--- src/logic/fapc_pkg.sv ---
// Constants, command codes and types of the flash array protection controller
package fapc_pkg;
   // Array geometry
   localparam int unsigned  BANK_KB      = 1024;
   localparam logic [31:0]  BANK0_BASE   = 32'h0040_0000;
   localparam logic [31:0]  BANK1_BASE   = 32'h0050_0000;
   localparam int unsigned  PAGE_BYTES   = 512;
   localparam int unsigned  PAGE_W       = 12;
   localparam int unsigned  CNT_W        = 13;
   localparam logic [12:0]  SMALL_PAGES  = 13'h0010;
   localparam logic [12:0]  MID_PAGES    = 13'h0060;
   localparam logic [12:0]  SECT_PAGES   = 13'h0080;
   localparam logic [12:0]  BLK4K_PAGES  = 13'h0008;
   localparam logic [12:0]  ALL_PAGES    = 13'h1000;
   localparam int unsigned  LOCK_BITS    = 256;
   localparam int unsigned  GENERAL_NV_BIT_N      = 3;
   localparam logic [31:0]  ERASED_WORD  = 32'hFFFF_FFFF;
   // Wipe pin filter, slow clock ticks
   localparam int unsigned  SLOW_HZ      = 32768;
   localparam int unsigned  WIPE_MIN_MS  = 200;
   localparam int unsigned  WIPE_IGN_MS  = 100;
   localparam int unsigned  WIPE_TRIG_MS = 220;
   localparam int unsigned  WIPE_TICKS   = (WIPE_TRIG_MS * SLOW_HZ + 999) / 1000;
   // Register byte offsets
   localparam logic [7:0]   REG_CMD      = 8'h00;
   localparam logic [7:0]   REG_ADDR     = 8'h04;
   localparam logic [7:0]   REG_STATUS   = 8'h08;
   localparam logic [7:0]   REG_RESULT   = 8'h0C;
   localparam logic [7:0]   REG_WAIT     = 8'h10;
   localparam logic [7:0]   REG_CALIB    = 8'h14;
   localparam logic [7:0]   REG_UID0     = 8'h18;
   localparam logic [7:0]   REG_UID1     = 8'h1C;
   localparam logic [7:0]   REG_UID2     = 8'h20;
   localparam logic [7:0]   REG_UID3     = 8'h24;
   localparam logic [3:0]   WAIT_RST     = 4'h0;
   // Command codes
   localparam logic [7:0]   CMD_GETD     = 8'h00;
   localparam logic [7:0]   CMD_WP       = 8'h01;
   localparam logic [7:0]   CMD_WPL      = 8'h02;
   localparam logic [7:0]   CMD_EWP      = 8'h03;
   localparam logic [7:0]   CMD_ERASE_WRITE_PAGE_LOCK_CMD     = 8'h04;
   localparam logic [7:0]   CMD_EPA      = 8'h05;
   localparam logic [7:0]   CMD_EB4      = 8'h06;
   localparam logic [7:0]   CMD_ES       = 8'h07;
   localparam logic [7:0]   CMD_EA       = 8'h08;
   localparam logic [7:0]   CMD_SLB      = 8'h09;
   localparam logic [7:0]   CMD_CLB      = 8'h0A;
   localparam logic [7:0]   CMD_GLB      = 8'h0B;
   localparam logic [7:0]   CMD_SGPB     = 8'h0C;
   localparam logic [7:0]   CMD_CGPB     = 8'h0D;
   localparam logic [7:0]   CMD_GGPB     = 8'h0E;
   localparam logic [7:0]   CMD_WUS      = 8'h10;
   localparam logic [7:0]   CMD_EUS      = 8'h11;
   localparam logic [7:0]   CMD_RUS      = 8'h12;
   // Array operation codes
   localparam logic [2:0]   AOP_WRITE    = 3'h0;
   localparam logic [2:0]   AOP_EWRITE   = 3'h1;
   localparam logic [2:0]   AOP_ERASE    = 3'h2;
   localparam logic [2:0]   AOP_SWRITE   = 3'h3;
   localparam logic [2:0]   AOP_SERASE   = 3'h4;
   localparam logic [2:0]   AOP_SREAD    = 3'h5;
   typedef enum logic {FAPC_IDLE, FAPC_ARRAY} fapc_state_t;
endpackage : fapc_pkg

--- src/logic/fapc_ctrl.sv ---
// Flash command controller with lock regions, security and wipe pin
module fapc_ctrl #(
   parameter int unsigned   WIPE_TICKS = fapc_pkg::WIPE_TICKS,
   // Arbitrary identifier value
   parameter logic [127:0]  UNIQUE_ID  = 128'h5A5A_0001_0203_0405_0607_0809_0A0B_0C0D
) (
   input  wire logic        clk_i,
   input  wire logic        rst_i,
   input  wire logic        ce_i,
   input  wire logic        wb_cyc_i,
   input  wire logic        wb_stb_i,
   input  wire logic        wb_we_i,
   input  wire logic [7:0]  wb_adr_i,
   input  wire logic [3:0]  wb_sel_i,
   input  wire logic [31:0] wb_dat_i,
   output logic      [31:0] wb_dat_o,
   output logic             wb_ack_o,
   input  wire logic        wipe_pin_i,
   input  wire logic        slow_tick_i,
   input  wire logic        factory_test_pin_i,
   input  wire logic        prog_entry_line_0_i,
   input  wire logic        prog_entry_line_1_i,
   output logic             fast_prog_mode_o,
   input  wire logic        fast_prog_interface_valid_i,
   input  wire logic [7:0]  fast_prog_interface_cmd_i,
   input  wire logic [15:0] fast_prog_interface_arg_i,
   output logic             fast_prog_interface_ready_o,
   output logic             fast_prog_interface_done_o,
   output logic             fast_prog_interface_fail_o,
   input  wire logic        dbg_req_i,
   output logic             dbg_grant_o,
   input  wire logic [31:0] calib_bits_i,
   output logic             arr_start_o,
   output logic      [2:0]  arr_op_o,
   output logic      [11:0] arr_page_o,
   output logic      [12:0] arr_count_o,
   output logic      [31:0] arr_fill_o,
   input  wire logic        arr_done_i,
   output logic      [3:0]  wait_states_o,
   output logic             secured_o,
   output logic             boot_flash_o,
   output logic             bank_swap_o,
   output logic             lock_abort_o
);
   ////////////////////////////////////////////////////////////////////////////
   // Helpers
   // True if any lock bit in lo..hi is set
   function automatic logic range_locked(input logic [255:0] lk,
                                         input logic [7:0]   lo,
                                         input logic [7:0]   hi);
      logic r;
      r = 1'b0;
      for (int i = 0; i < fapc_pkg::LOCK_BITS; i++) begin
         if (8'(i) >= lo && 8'(i) <= hi) begin
            r = r | lk[i];
         end
      end
      return r;
   endfunction : range_locked

   // Geometry descriptor word by index
   function automatic logic [31:0] desc_word(input logic [2:0] idx);
      logic [31:0] w;
      case (idx)
         3'h0:    w = 32'h0000_0002;
         3'h1:    w = 32'(fapc_pkg::BANK_KB * 1024);
         3'h2:    w = 32'(fapc_pkg::PAGE_BYTES);
         3'h3:    w = 32'h0000_2000;
         3'h4:    w = 32'h0000_0800;
         3'h5:    w = 32'(fapc_pkg::PAGE_BYTES);
         3'h6:    w = fapc_pkg::BANK1_BASE;
         default: w = 32'h0001_0000;
      endcase
      return w;
   endfunction : desc_word

   ////////////////////////////////////////////////////////////////////////////
   // State
   fapc_pkg::fapc_state_t state_r;
   logic [255:0] lock_r;
   logic [2:0]   general_nv_bit_r;
   logic [31:0]  addr_r;
   logic [3:0]   wait_r;
   logic [31:0]  res_r;
   logic [31:0]  dat_r;
   logic         ack_r;
   logic         cmd_err_r;
   logic         lock_err_r;
   logic         pend_lock_r;
   logic         wipe_pend_r;
   logic         wipe_run_r;
   logic         own_ff_r;
   logic [15:0]  wcnt_r;
   logic         wfired_r;

   ////////////////////////////////////////////////////////////////////////////
   // Bus decode
   wire        req      = wb_cyc_i & wb_stb_i & ~ack_r;
   wire        wr_stb   = req & wb_we_i;
   wire        rd_stb   = req & ~wb_we_i;
   wire        stat_rd  = rd_stb & (wb_adr_i == fapc_pkg::REG_STATUS);
   wire        wb_cmd   = wr_stb & (wb_adr_i == fapc_pkg::REG_CMD) & wb_sel_i[0];
   wire        idle     = (state_r == fapc_pkg::FAPC_IDLE);

   // Flash byte address to page; both banks sit back to back
   wire        in_b0    = addr_r >= fapc_pkg::BANK0_BASE &&
                          addr_r <  fapc_pkg::BANK1_BASE;
   wire        in_b1    = addr_r >= fapc_pkg::BANK1_BASE &&
                          addr_r <  fapc_pkg::BANK1_BASE + 32'h0010_0000;
   wire        adr_ok   = in_b0 | in_b1;
   wire [11:0] wb_page  = {in_b1, addr_r[19:9]};

   ////////////////////////////////////////////////////////////////////////////
   // Command source: wipe beats bus beats fast programming
   wire fast_prog = ~factory_test_pin_i & ~prog_entry_line_0_i
                    & ~prog_entry_line_1_i;
   assign fast_prog_interface_ready_o = idle & fast_prog & ~general_nv_bit_r[0] & ~wipe_pend_r
                         & ~wb_cmd;
   wire src_wipe = wipe_pend_r;
   wire src_wb   = ~wipe_pend_r & wb_cmd;
   wire src_ff   = fast_prog_interface_valid_i & fast_prog_interface_ready_o;
   wire go       = idle & (src_wipe | src_wb | src_ff);

   wire [7:0]  c_cmd  = src_wipe ? fapc_pkg::CMD_EA :
                        src_wb   ? wb_dat_i[7:0] : fast_prog_interface_cmd_i;
   wire [11:0] c_page = src_wipe ? 12'h000 :
                        src_wb   ? wb_page : fast_prog_interface_arg_i[11:0];
   wire [7:0]  c_idx  = src_wb ? wb_dat_i[15:8] : fast_prog_interface_arg_i[7:0];
   wire [7:0]  c_reg  = c_page[11:4];

   // Sector of the page: two 8K, one 48K, then 64K sectors
   wire        c_small = (c_page[10:5] == 6'h00);
   wire        c_mid   = ~c_small & (c_page[10:7] == 4'h0);
   wire [11:0] s_first = c_small ? {c_page[11:4], 4'h0} :
                         c_mid   ? {c_page[11], 11'h020} :
                                   {c_page[11:7], 7'h00};
   wire [12:0] s_cnt   = c_small ? fapc_pkg::SMALL_PAGES :
                         c_mid   ? fapc_pkg::MID_PAGES :
                                   fapc_pkg::SECT_PAGES;
   wire [7:0]  s_lo    = c_small ? c_reg : c_mid ? {c_page[11], 7'h02} :
                                   {c_page[11:7], 3'h0};
   wire [7:0]  s_hi    = c_small ? c_reg : c_mid ? {c_page[11], 7'h07} :
                                   {c_page[11:7], 3'h7};

   ////////////////////////////////////////////////////////////////////////////
   // Command decode
   logic        d_bad;
   logic        d_arr;
   logic        d_chk;
   logic        d_pg;
   logic        d_lka;
   logic [2:0]  d_op;
   logic [11:0] d_first;
   logic [12:0] d_cnt;
   logic [7:0]  d_lo;
   logic [7:0]  d_hi;
   always_comb begin
      d_bad   = 1'b0;
      d_arr   = 1'b0;
      d_chk   = 1'b0;
      d_pg    = 1'b0;
      d_lka   = 1'b0;
      d_op    = fapc_pkg::AOP_WRITE;
      d_first = c_page;
      d_cnt   = 13'h0001;
      d_lo    = c_reg;
      d_hi    = c_reg;
      case (c_cmd)
         fapc_pkg::CMD_WP, fapc_pkg::CMD_WPL: begin
            d_arr = 1'b1;
            d_chk = 1'b1;
            d_pg  = 1'b1;
            d_lka = (c_cmd == fapc_pkg::CMD_WPL);
         end
         fapc_pkg::CMD_EWP, fapc_pkg::CMD_ERASE_WRITE_PAGE_LOCK_CMD: begin
            d_bad = ~c_small;
            d_arr = 1'b1;
            d_chk = 1'b1;
            d_pg  = 1'b1;
            d_lka = (c_cmd == fapc_pkg::CMD_ERASE_WRITE_PAGE_LOCK_CMD);
            d_op  = fapc_pkg::AOP_EWRITE;
         end
         fapc_pkg::CMD_EPA: begin
            d_bad = ~c_small;
            d_arr = 1'b1;
            d_chk = 1'b1;
            d_pg  = 1'b1;
            d_op  = fapc_pkg::AOP_ERASE;
         end
         fapc_pkg::CMD_EB4: begin
            d_arr   = 1'b1;
            d_chk   = 1'b1;
            d_pg    = 1'b1;
            d_op    = fapc_pkg::AOP_ERASE;
            d_first = {c_page[11:3], 3'h0};
            d_cnt   = fapc_pkg::BLK4K_PAGES;
         end
         fapc_pkg::CMD_ES: begin
            d_arr   = 1'b1;
            d_chk   = 1'b1;
            d_pg    = 1'b1;
            d_op    = fapc_pkg::AOP_ERASE;
            d_first = s_first;
            d_cnt   = s_cnt;
            d_lo    = s_lo;
            d_hi    = s_hi;
         end
         fapc_pkg::CMD_EA: begin
            d_arr   = 1'b1;
            d_chk   = 1'b1;
            d_op    = fapc_pkg::AOP_ERASE;
            d_first = 12'h000;
            d_cnt   = fapc_pkg::ALL_PAGES;
            d_lo    = 8'h00;
            d_hi    = 8'hFF;
         end
         // Signature page has its own ops, never part of full erase
         fapc_pkg::CMD_WUS: begin
            d_arr = 1'b1;
            d_op  = fapc_pkg::AOP_SWRITE;
         end
         fapc_pkg::CMD_EUS: begin
            d_arr = 1'b1;
            d_op  = fapc_pkg::AOP_SERASE;
         end
         fapc_pkg::CMD_RUS: begin
            d_arr = 1'b1;
            d_op  = fapc_pkg::AOP_SREAD;
         end
         fapc_pkg::CMD_SLB, fapc_pkg::CMD_CLB, fapc_pkg::CMD_GLB: begin
            d_pg = 1'b1;
         end
         fapc_pkg::CMD_SGPB: begin
            d_bad = (c_idx >= 8'(fapc_pkg::GENERAL_NV_BIT_N));
         end
         // Security bit cannot be cleared by command
         fapc_pkg::CMD_CGPB: begin
            d_bad = (c_idx >= 8'(fapc_pkg::GENERAL_NV_BIT_N)) | (c_idx == 8'h00);
         end
         fapc_pkg::CMD_GETD, fapc_pkg::CMD_GGPB: begin
            d_pg = 1'b0;
         end
         default: begin
            d_bad = 1'b1;
         end
      endcase
      if (src_wb & d_pg & ~adr_ok) begin
         d_bad = 1'b1;
      end
   end

   wire lock_hit = d_chk & range_locked(lock_r, d_lo, d_hi);

   ////////////////////////////////////////////////////////////////////////////
   // Wipe pin filter on slow ticks; fires once per assertion
   localparam logic [15:0] WIPE_LAST = 16'(WIPE_TICKS - 1);
   wire wipe_trig = wipe_pin_i & slow_tick_i & ~wfired_r
                    & (wcnt_r == WIPE_LAST);
   always_ff @(posedge clk_i) begin
      if (rst_i) begin
         wcnt_r   <= 16'h0000;
         wfired_r <= 1'b0;
      end else if (ce_i) begin
         if (~wipe_pin_i) begin
            wcnt_r   <= 16'h0000;
            wfired_r <= 1'b0;
         end else if (slow_tick_i & ~wfired_r) begin
            wcnt_r   <= wipe_trig ? 16'h0000 : wcnt_r + 16'h0001;
            wfired_r <= wipe_trig;
         end
      end
   end

   ////////////////////////////////////////////////////////////////////////////
   // Register read mux; unmapped offsets read zero
   wire [31:0] status_w = {24'h000000, wipe_pend_r | wipe_run_r, fast_prog,
                           general_nv_bit_r, cmd_err_r, lock_err_r, idle};
   logic [31:0] rd_data;
   always_comb begin
      case (wb_adr_i)
         fapc_pkg::REG_ADDR:   rd_data = addr_r;
         fapc_pkg::REG_STATUS: rd_data = status_w;
         fapc_pkg::REG_RESULT: rd_data = res_r;
         fapc_pkg::REG_WAIT:   rd_data = {28'h0000000, wait_r};
         fapc_pkg::REG_CALIB:  rd_data = calib_bits_i;
         fapc_pkg::REG_UID0:   rd_data = UNIQUE_ID[31:0];
         fapc_pkg::REG_UID1:   rd_data = UNIQUE_ID[63:32];
         fapc_pkg::REG_UID2:   rd_data = UNIQUE_ID[95:64];
         fapc_pkg::REG_UID3:   rd_data = UNIQUE_ID[127:96];
         default:              rd_data = 32'h00000000;
      endcase
   end

   // Bus slave: ack one cycle after the request, dropped the next
   always_ff @(posedge clk_i) begin
      if (rst_i) begin
         ack_r  <= 1'b0;
         dat_r  <= 32'h00000000;
         addr_r <= 32'h00000000;
         wait_r <= fapc_pkg::WAIT_RST;
      end else if (ce_i) begin
         ack_r <= req;
         if (rd_stb) begin
            dat_r <= rd_data;
         end
         if (wr_stb & (wb_adr_i == fapc_pkg::REG_ADDR)) begin
            for (int b = 0; b < 4; b++) begin
               if (wb_sel_i[b]) begin
                  addr_r[8*b +: 8] <= wb_dat_i[8*b +: 8];
               end
            end
         end
         if (wr_stb & (wb_adr_i == fapc_pkg::REG_WAIT) & wb_sel_i[0]) begin
            wait_r <= wb_dat_i[3:0];
         end
      end
   end

   ////////////////////////////////////////////////////////////////////////////
   // Command engine
   always_ff @(posedge clk_i) begin
      if (rst_i) begin
         state_r     <= fapc_pkg::FAPC_IDLE;
         lock_r      <= '0;
         general_nv_bit_r     <= 3'h0;
         res_r       <= 32'h00000000;
         cmd_err_r   <= 1'b0;
         lock_err_r  <= 1'b0;
         pend_lock_r <= 1'b0;
         wipe_pend_r <= 1'b0;
         wipe_run_r  <= 1'b0;
         own_ff_r    <= 1'b0;
         arr_start_o <= 1'b0;
         arr_op_o    <= fapc_pkg::AOP_WRITE;
         arr_page_o  <= 12'h000;
         arr_count_o <= 13'h0000;
         lock_abort_o <= 1'b0;
         fast_prog_interface_done_o <= 1'b0;
         fast_prog_interface_fail_o <= 1'b0;
      end else if (ce_i) begin
         arr_start_o  <= 1'b0;
         lock_abort_o <= 1'b0;
         fast_prog_interface_done_o  <= 1'b0;
         fast_prog_interface_fail_o  <= 1'b0;
         // Clear-on-read first so a same-cycle set still lands
         if (stat_rd) begin
            cmd_err_r  <= 1'b0;
            lock_err_r <= 1'b0;
         end
         if (wipe_trig) begin
            wipe_pend_r <= 1'b1;
         end
         if (wb_cmd & ~idle) begin
            cmd_err_r <= 1'b1;
         end
         case (state_r)
            fapc_pkg::FAPC_IDLE: begin
               if (go) begin
                  own_ff_r <= src_ff;
                  if (src_wipe) begin
                     wipe_pend_r <= 1'b0;
                     wipe_run_r  <= 1'b1;
                     lock_r      <= '0;
                     general_nv_bit_r[2:1] <= 2'b00;
                     arr_start_o <= 1'b1;
                     arr_op_o    <= d_op;
                     arr_page_o  <= d_first;
                     arr_count_o <= d_cnt;
                     state_r     <= fapc_pkg::FAPC_ARRAY;
                  end else if (d_bad) begin
                     cmd_err_r   <= 1'b1;
                     fast_prog_interface_fail_o <= src_ff;
                  end else if (lock_hit) begin
                     lock_err_r   <= 1'b1;
                     lock_abort_o <= 1'b1;
                     fast_prog_interface_fail_o  <= src_ff;
                  end else if (d_arr) begin
                     arr_start_o <= 1'b1;
                     arr_op_o    <= d_op;
                     arr_page_o  <= d_first;
                     arr_count_o <= d_cnt;
                     pend_lock_r <= d_lka;
                     state_r     <= fapc_pkg::FAPC_ARRAY;
                  end else begin
                     fast_prog_interface_done_o <= src_ff;
                     case (c_cmd)
                        fapc_pkg::CMD_SLB:  lock_r[c_reg] <= 1'b1;
                        fapc_pkg::CMD_CLB:  lock_r[c_reg] <= 1'b0;
                        fapc_pkg::CMD_GLB:  res_r <= {31'h0, lock_r[c_reg]};
                        fapc_pkg::CMD_SGPB: general_nv_bit_r[c_idx[1:0]] <= 1'b1;
                        fapc_pkg::CMD_CGPB: general_nv_bit_r[c_idx[1:0]] <= 1'b0;
                        fapc_pkg::CMD_GGPB: res_r <= {29'h0, general_nv_bit_r};
                        fapc_pkg::CMD_GETD: res_r <= desc_word(c_idx[2:0]);
                        default:            res_r <= res_r;
                     endcase
                  end
               end
            end
            fapc_pkg::FAPC_ARRAY: begin
               // Completion only when the array reports done
               if (arr_done_i) begin
                  state_r     <= fapc_pkg::FAPC_IDLE;
                  pend_lock_r <= 1'b0;
                  fast_prog_interface_done_o <= own_ff_r;
                  if (pend_lock_r) begin
                     lock_r[arr_page_o[11:4]] <= 1'b1;
                  end
                  if (wipe_run_r) begin
                     wipe_run_r <= 1'b0;
                     general_nv_bit_r[0] <= 1'b0;
                  end
               end
            end
            default: begin
               state_r <= fapc_pkg::FAPC_IDLE;
            end
         endcase
      end
   end

   ////////////////////////////////////////////////////////////////////////////
   // Outputs
   assign wb_dat_o         = dat_r;
   assign wb_ack_o         = ack_r;
   assign fast_prog_mode_o = fast_prog;
   assign dbg_grant_o      = dbg_req_i & ~general_nv_bit_r[0];
   assign arr_fill_o       = fapc_pkg::ERASED_WORD;
   assign wait_states_o    = wait_r;
   assign secured_o        = general_nv_bit_r[0];
   assign boot_flash_o     = general_nv_bit_r[1];
   assign bank_swap_o      = general_nv_bit_r[2];
endmodule : fapc_ctrl

--- config.mk ---
export PLATFORM = sky130hd
export DESIGN_NAME = fapc_ctrl
export DESIGN_NICKNAME = d
export VERILOG_FILES = /design/src/logic/fapc_pkg.sv /design/src/logic/fapc_ctrl.sv
export SDC_FILE = /design/constraint.sdc
export NUM_CORES = 2
export LEC_CHECK = 0
export BUFFER_PORTS_ARGS = -buffer_cell sky130_fd_sc_hd__buf_2
export CORE_ASPECT_RATIO = 1.4
export CORE_MARGIN = 5
export CORE_UTILIZATION = 35
export DETAILED_ROUTE_END_ITERATION = 7
export PLACE_DENSITY = 0.52
export SLEW_MARGIN = 20
export SYNTH_ARGS = -nofsm -noshare
export SYNTH_HDL_FRONTEND = slang
export SYNTH_SLANG_ARGS = --single-unit
export TNS_END_PERCENT = 100
--- constraint.sdc ---
create_clock -name clk_i -period 17.85 [get_ports clk_i]
set_input_delay 5.355 -clock clk_i [delete_from_list [all_inputs] [get_ports clk_i]]
set_output_delay 5.355 -clock clk_i [all_outputs]
set_load 0.01 [all_outputs]
==> impl_metrics.tcl <==
set metrics [dict create \
    outcome "complete, but fails checks" \
    violations "design-rule violations" \
    clock_sinks 386 \
    most-common-layout-cells "a21oi_1 (486), nor2_1 (483), nand2_1 (456)" \
    routed_wl_um 247500 \
    timing.max_slew.rel_slack_pct 9.395 \
    cts-hold-fix-buffers 0 \
    layout_min_cycle_time_ps 13090 \
    ant_nets 0 \
    worst_setup_hold_path_clk_slew_ps 60 \
    global_route_wire_length_before_repair_um 334800 \
    worst_clock_skew_ps 31.24 \
    dieArea_um2 98700 \
    required_worst_endpoint_ps 18370 \
    num_io_pins 221 \
    synth_area_um2 32350 \
    synth-warning-count 0 \
    layout_commonest_cell "a21oi_1" \
    grt_max_degree 163 \
    die_h_um 369.7 \
    finalSetupTns_ps 0 \
    core_area_um2 92160 \
    seq_area_frac_synth_pct 23.89 \
    post_synth_edffs 0 \
    area.growth.synth_to_final_pct 11.59 \
    floorplan.rows 132 \
    cellPowerDensity_nw_per_um2 61.38 \
    ir_worst_vdd_mv 0.07763 \
    syn_area_per_cell_um2 6.920 \
    critical_path_peak_fanout 31 \
    final-max-slew-violation-count 0 \
    dieWidth_um 267.0 \
    cts-root-buf "clkbuf_16" \
    syn_inst 4675 \
    worstHoldPathType "flop to flop" \
    post_cts_buffers 0 \
    global_route.usage.total_pct 48.04 \
    iteration_0_drc_markers 6239 \
    place.gp.congestion 1.126 \
    crit_arrival_ps 13610 \
    synth-seq-cells 386 \
    gr-total-overflow 0 \
    starting_density_of_the_core_pct 35.10 \
    post_route_cells_drive_above_1_share_pct 13.43 \
    grt_antenna_before_repair 23 \
    tritoncts "yes" \
    startpoint_type "input pin" \
    route.detailed.vias_per_inst 7.178 \
    synth_async_sr_flop_share_pct 0 \
    num_vias 42160 \
    cts_buffers 45 \
    report.final.setup_viol 0 \
    path_class "input pin to flop" \
    wire_per_inst_um 42.13 \
    place_ws_ps 4543 \
    rsz0062_at_grt "no" \
    htreeDepth 2 \
    drt_drc_violations_left 12 \
    tightest_slew_ps 1349 \
    fin_nets 4736 \
    timing_hold_violations_final 0 \
    final.setup.worst_slack_ps 4763 \
    via_count_of_the_first_global_routing_pass 38940 \
    post-dp-hpwl_um 175000 \
    cts_buffer_depth 3 \
    fmax_mhz 76.41 \
    cap_viol_max_count 0 \
    ys.flop_type "dfxtp_1" \
    clock_insertion_delay_worst_skew_ps 660 \
    min_period_over_period_pct 73.32 \
    placement.io_buffers 178 \
    postCtsResizedCells 0 \
    dr.pass1.iters 8 \
    static-leakage-power_nw 11.79 \
    yosysUniqueCellTypes 100 \
    crit_path_end_kind "flop" \
]
[worst max-delay path: stages]
cell       delay (ps)
buf_2              70
and3b_1           530
and4_2            490
buf_4             400
o21ai_1           360
nand3_4           450
buf_4             450
nand3_1           880
o221ai_1          480
nand4_1           760
nor4_1            560
o2111ai_1         230
nor4_1            320
nand4_1           390
a21oi_1           920
a21boi_4          450
mux2_1            450
[where the power goes]
| group | switching, mW | leakage (nW) | total (mW) | internal (mW) |
|---|---|---|---|---|
| Sequential | 0.00269 | 3.11 | 0.867 | 0.864 |
| Clock | 0.469 | 0.736 | 1.01 | 0.536 |
| Combinational | 0.270 | 7.95 | 0.344 | 0.0735 |
[metal layers]
metal,global-route usage (%),vias up,part of all wire [%]
met5,0,-,0.036
met4,42.64,12,12
met3,13.22,1045,10
met2,72.38,3110,42
met1,55.27,20450,35
li1,-,17540,-
[final timing paths]
check,from,endpoint,slack (ps),cells past startpoint
worst max-delay path,wb_cyc_i,arr_page_o[2]$_SDFFE_PP0P_,4760,17
worst min-delay path,wfired_r$_SDFFE_PP0P_,wfired_r$_SDFFE_PP0P_,460,2
worst max register to register,wb_ack_o$_SDFFE_PP0P_,arr_page_o[2]$_SDFFE_PP0P_,9170,16
worst min register to register,wfired_r$_SDFFE_PP0P_,wfired_r$_SDFFE_PP0P_,460,2
[layout make-up]
| class | instances | area, um^2 |
|---|---|---|
| fillers | 9950 | 56060 |
| multi-input cells | 3795 | 22900 |
| flip-flops and latches | 386 | 7729 |
| repair buffers | 363 | 2315 |
| well taps | 1206 | 1509 |
| clock buffers | 55 | 1204 |
| clock inverters | 27 | 306.5 |
| inverters | 29 | 108.9 |
| diodes | 13 | 32.53 |
[synth_stat cells, types with 45 or more instances]
master	count	share of area, %
a211oi_1	170	3.9
a21oi_1	490	7.6
a311o_1	83	2.6
buf_2	54	0.84
buf_4	45	1.0
clkbuf_1	372	4.3
dfxtp_1	386	24
mux2_2	68	2.4
mux2i_1	146	4.5
nand2_1	461	5.3
nand3_1	130	2.0
nand4_1	68	1.3
nor2_1	491	5.7
nor3_1	258	4.0
nor4_1	61	1.2
o211ai_1	61	1.4
o21a_1	152	3.5
o21ai_0	376	5.8
o22ai_1	167	3.2
[cells by family (layout without fill, tap and decap cells)]
group                    count (synthesis)  count (layout)  synth area share [%]
adder cells (fa/ha/maj)                  2               2               0.07734
flip-flops                             386             386                 23.89
XOR/XNOR                                13              13                0.3520
AND/OR/NAND/NOR                       1678            1678                 24.30
multiplexers                           227             227                 7.360
other                                    2              51               0.02321
AO/OA/AOI/OAI                         1837            1837                 37.01
buffers and inverters                  530             474                 6.996
[sequential cells by signal, indices dropped and copies added, names as in the netlist, 3 cells and up]
name	flops
arr_page_o	12
lock_r	256
wb_dat_o	32
arr_count_o	6
addr_r	32
arr_op_o	3
res_r	9
wait_states_o	4
general_nv_bit_r	3
wcnt_r	16
[per-stage QoR]
step / util (%) / total power, mW / instance area [um^2] / cells / hold slack [ps]
2_1_floorplan: - / 1.040 / 32490 / 4711 / 431.2
3_3_place_gp: 37.42 / 1.206 / 34490 / 5777 / 438.4
3_5_place_dp: 37.43 / 1.204 / 34500 / 5777 / 449.3
4_1_cts: 39.07 / 2.201 / 36010 / 5859 / 458.3
5_1_grt: 39.14 / 2.248 / 36070 / 5863 / 489.9
6_report: 39.17 / 2.216 / 36100 / 5874 / 460.5
Power figures use the tool's default switching activity.
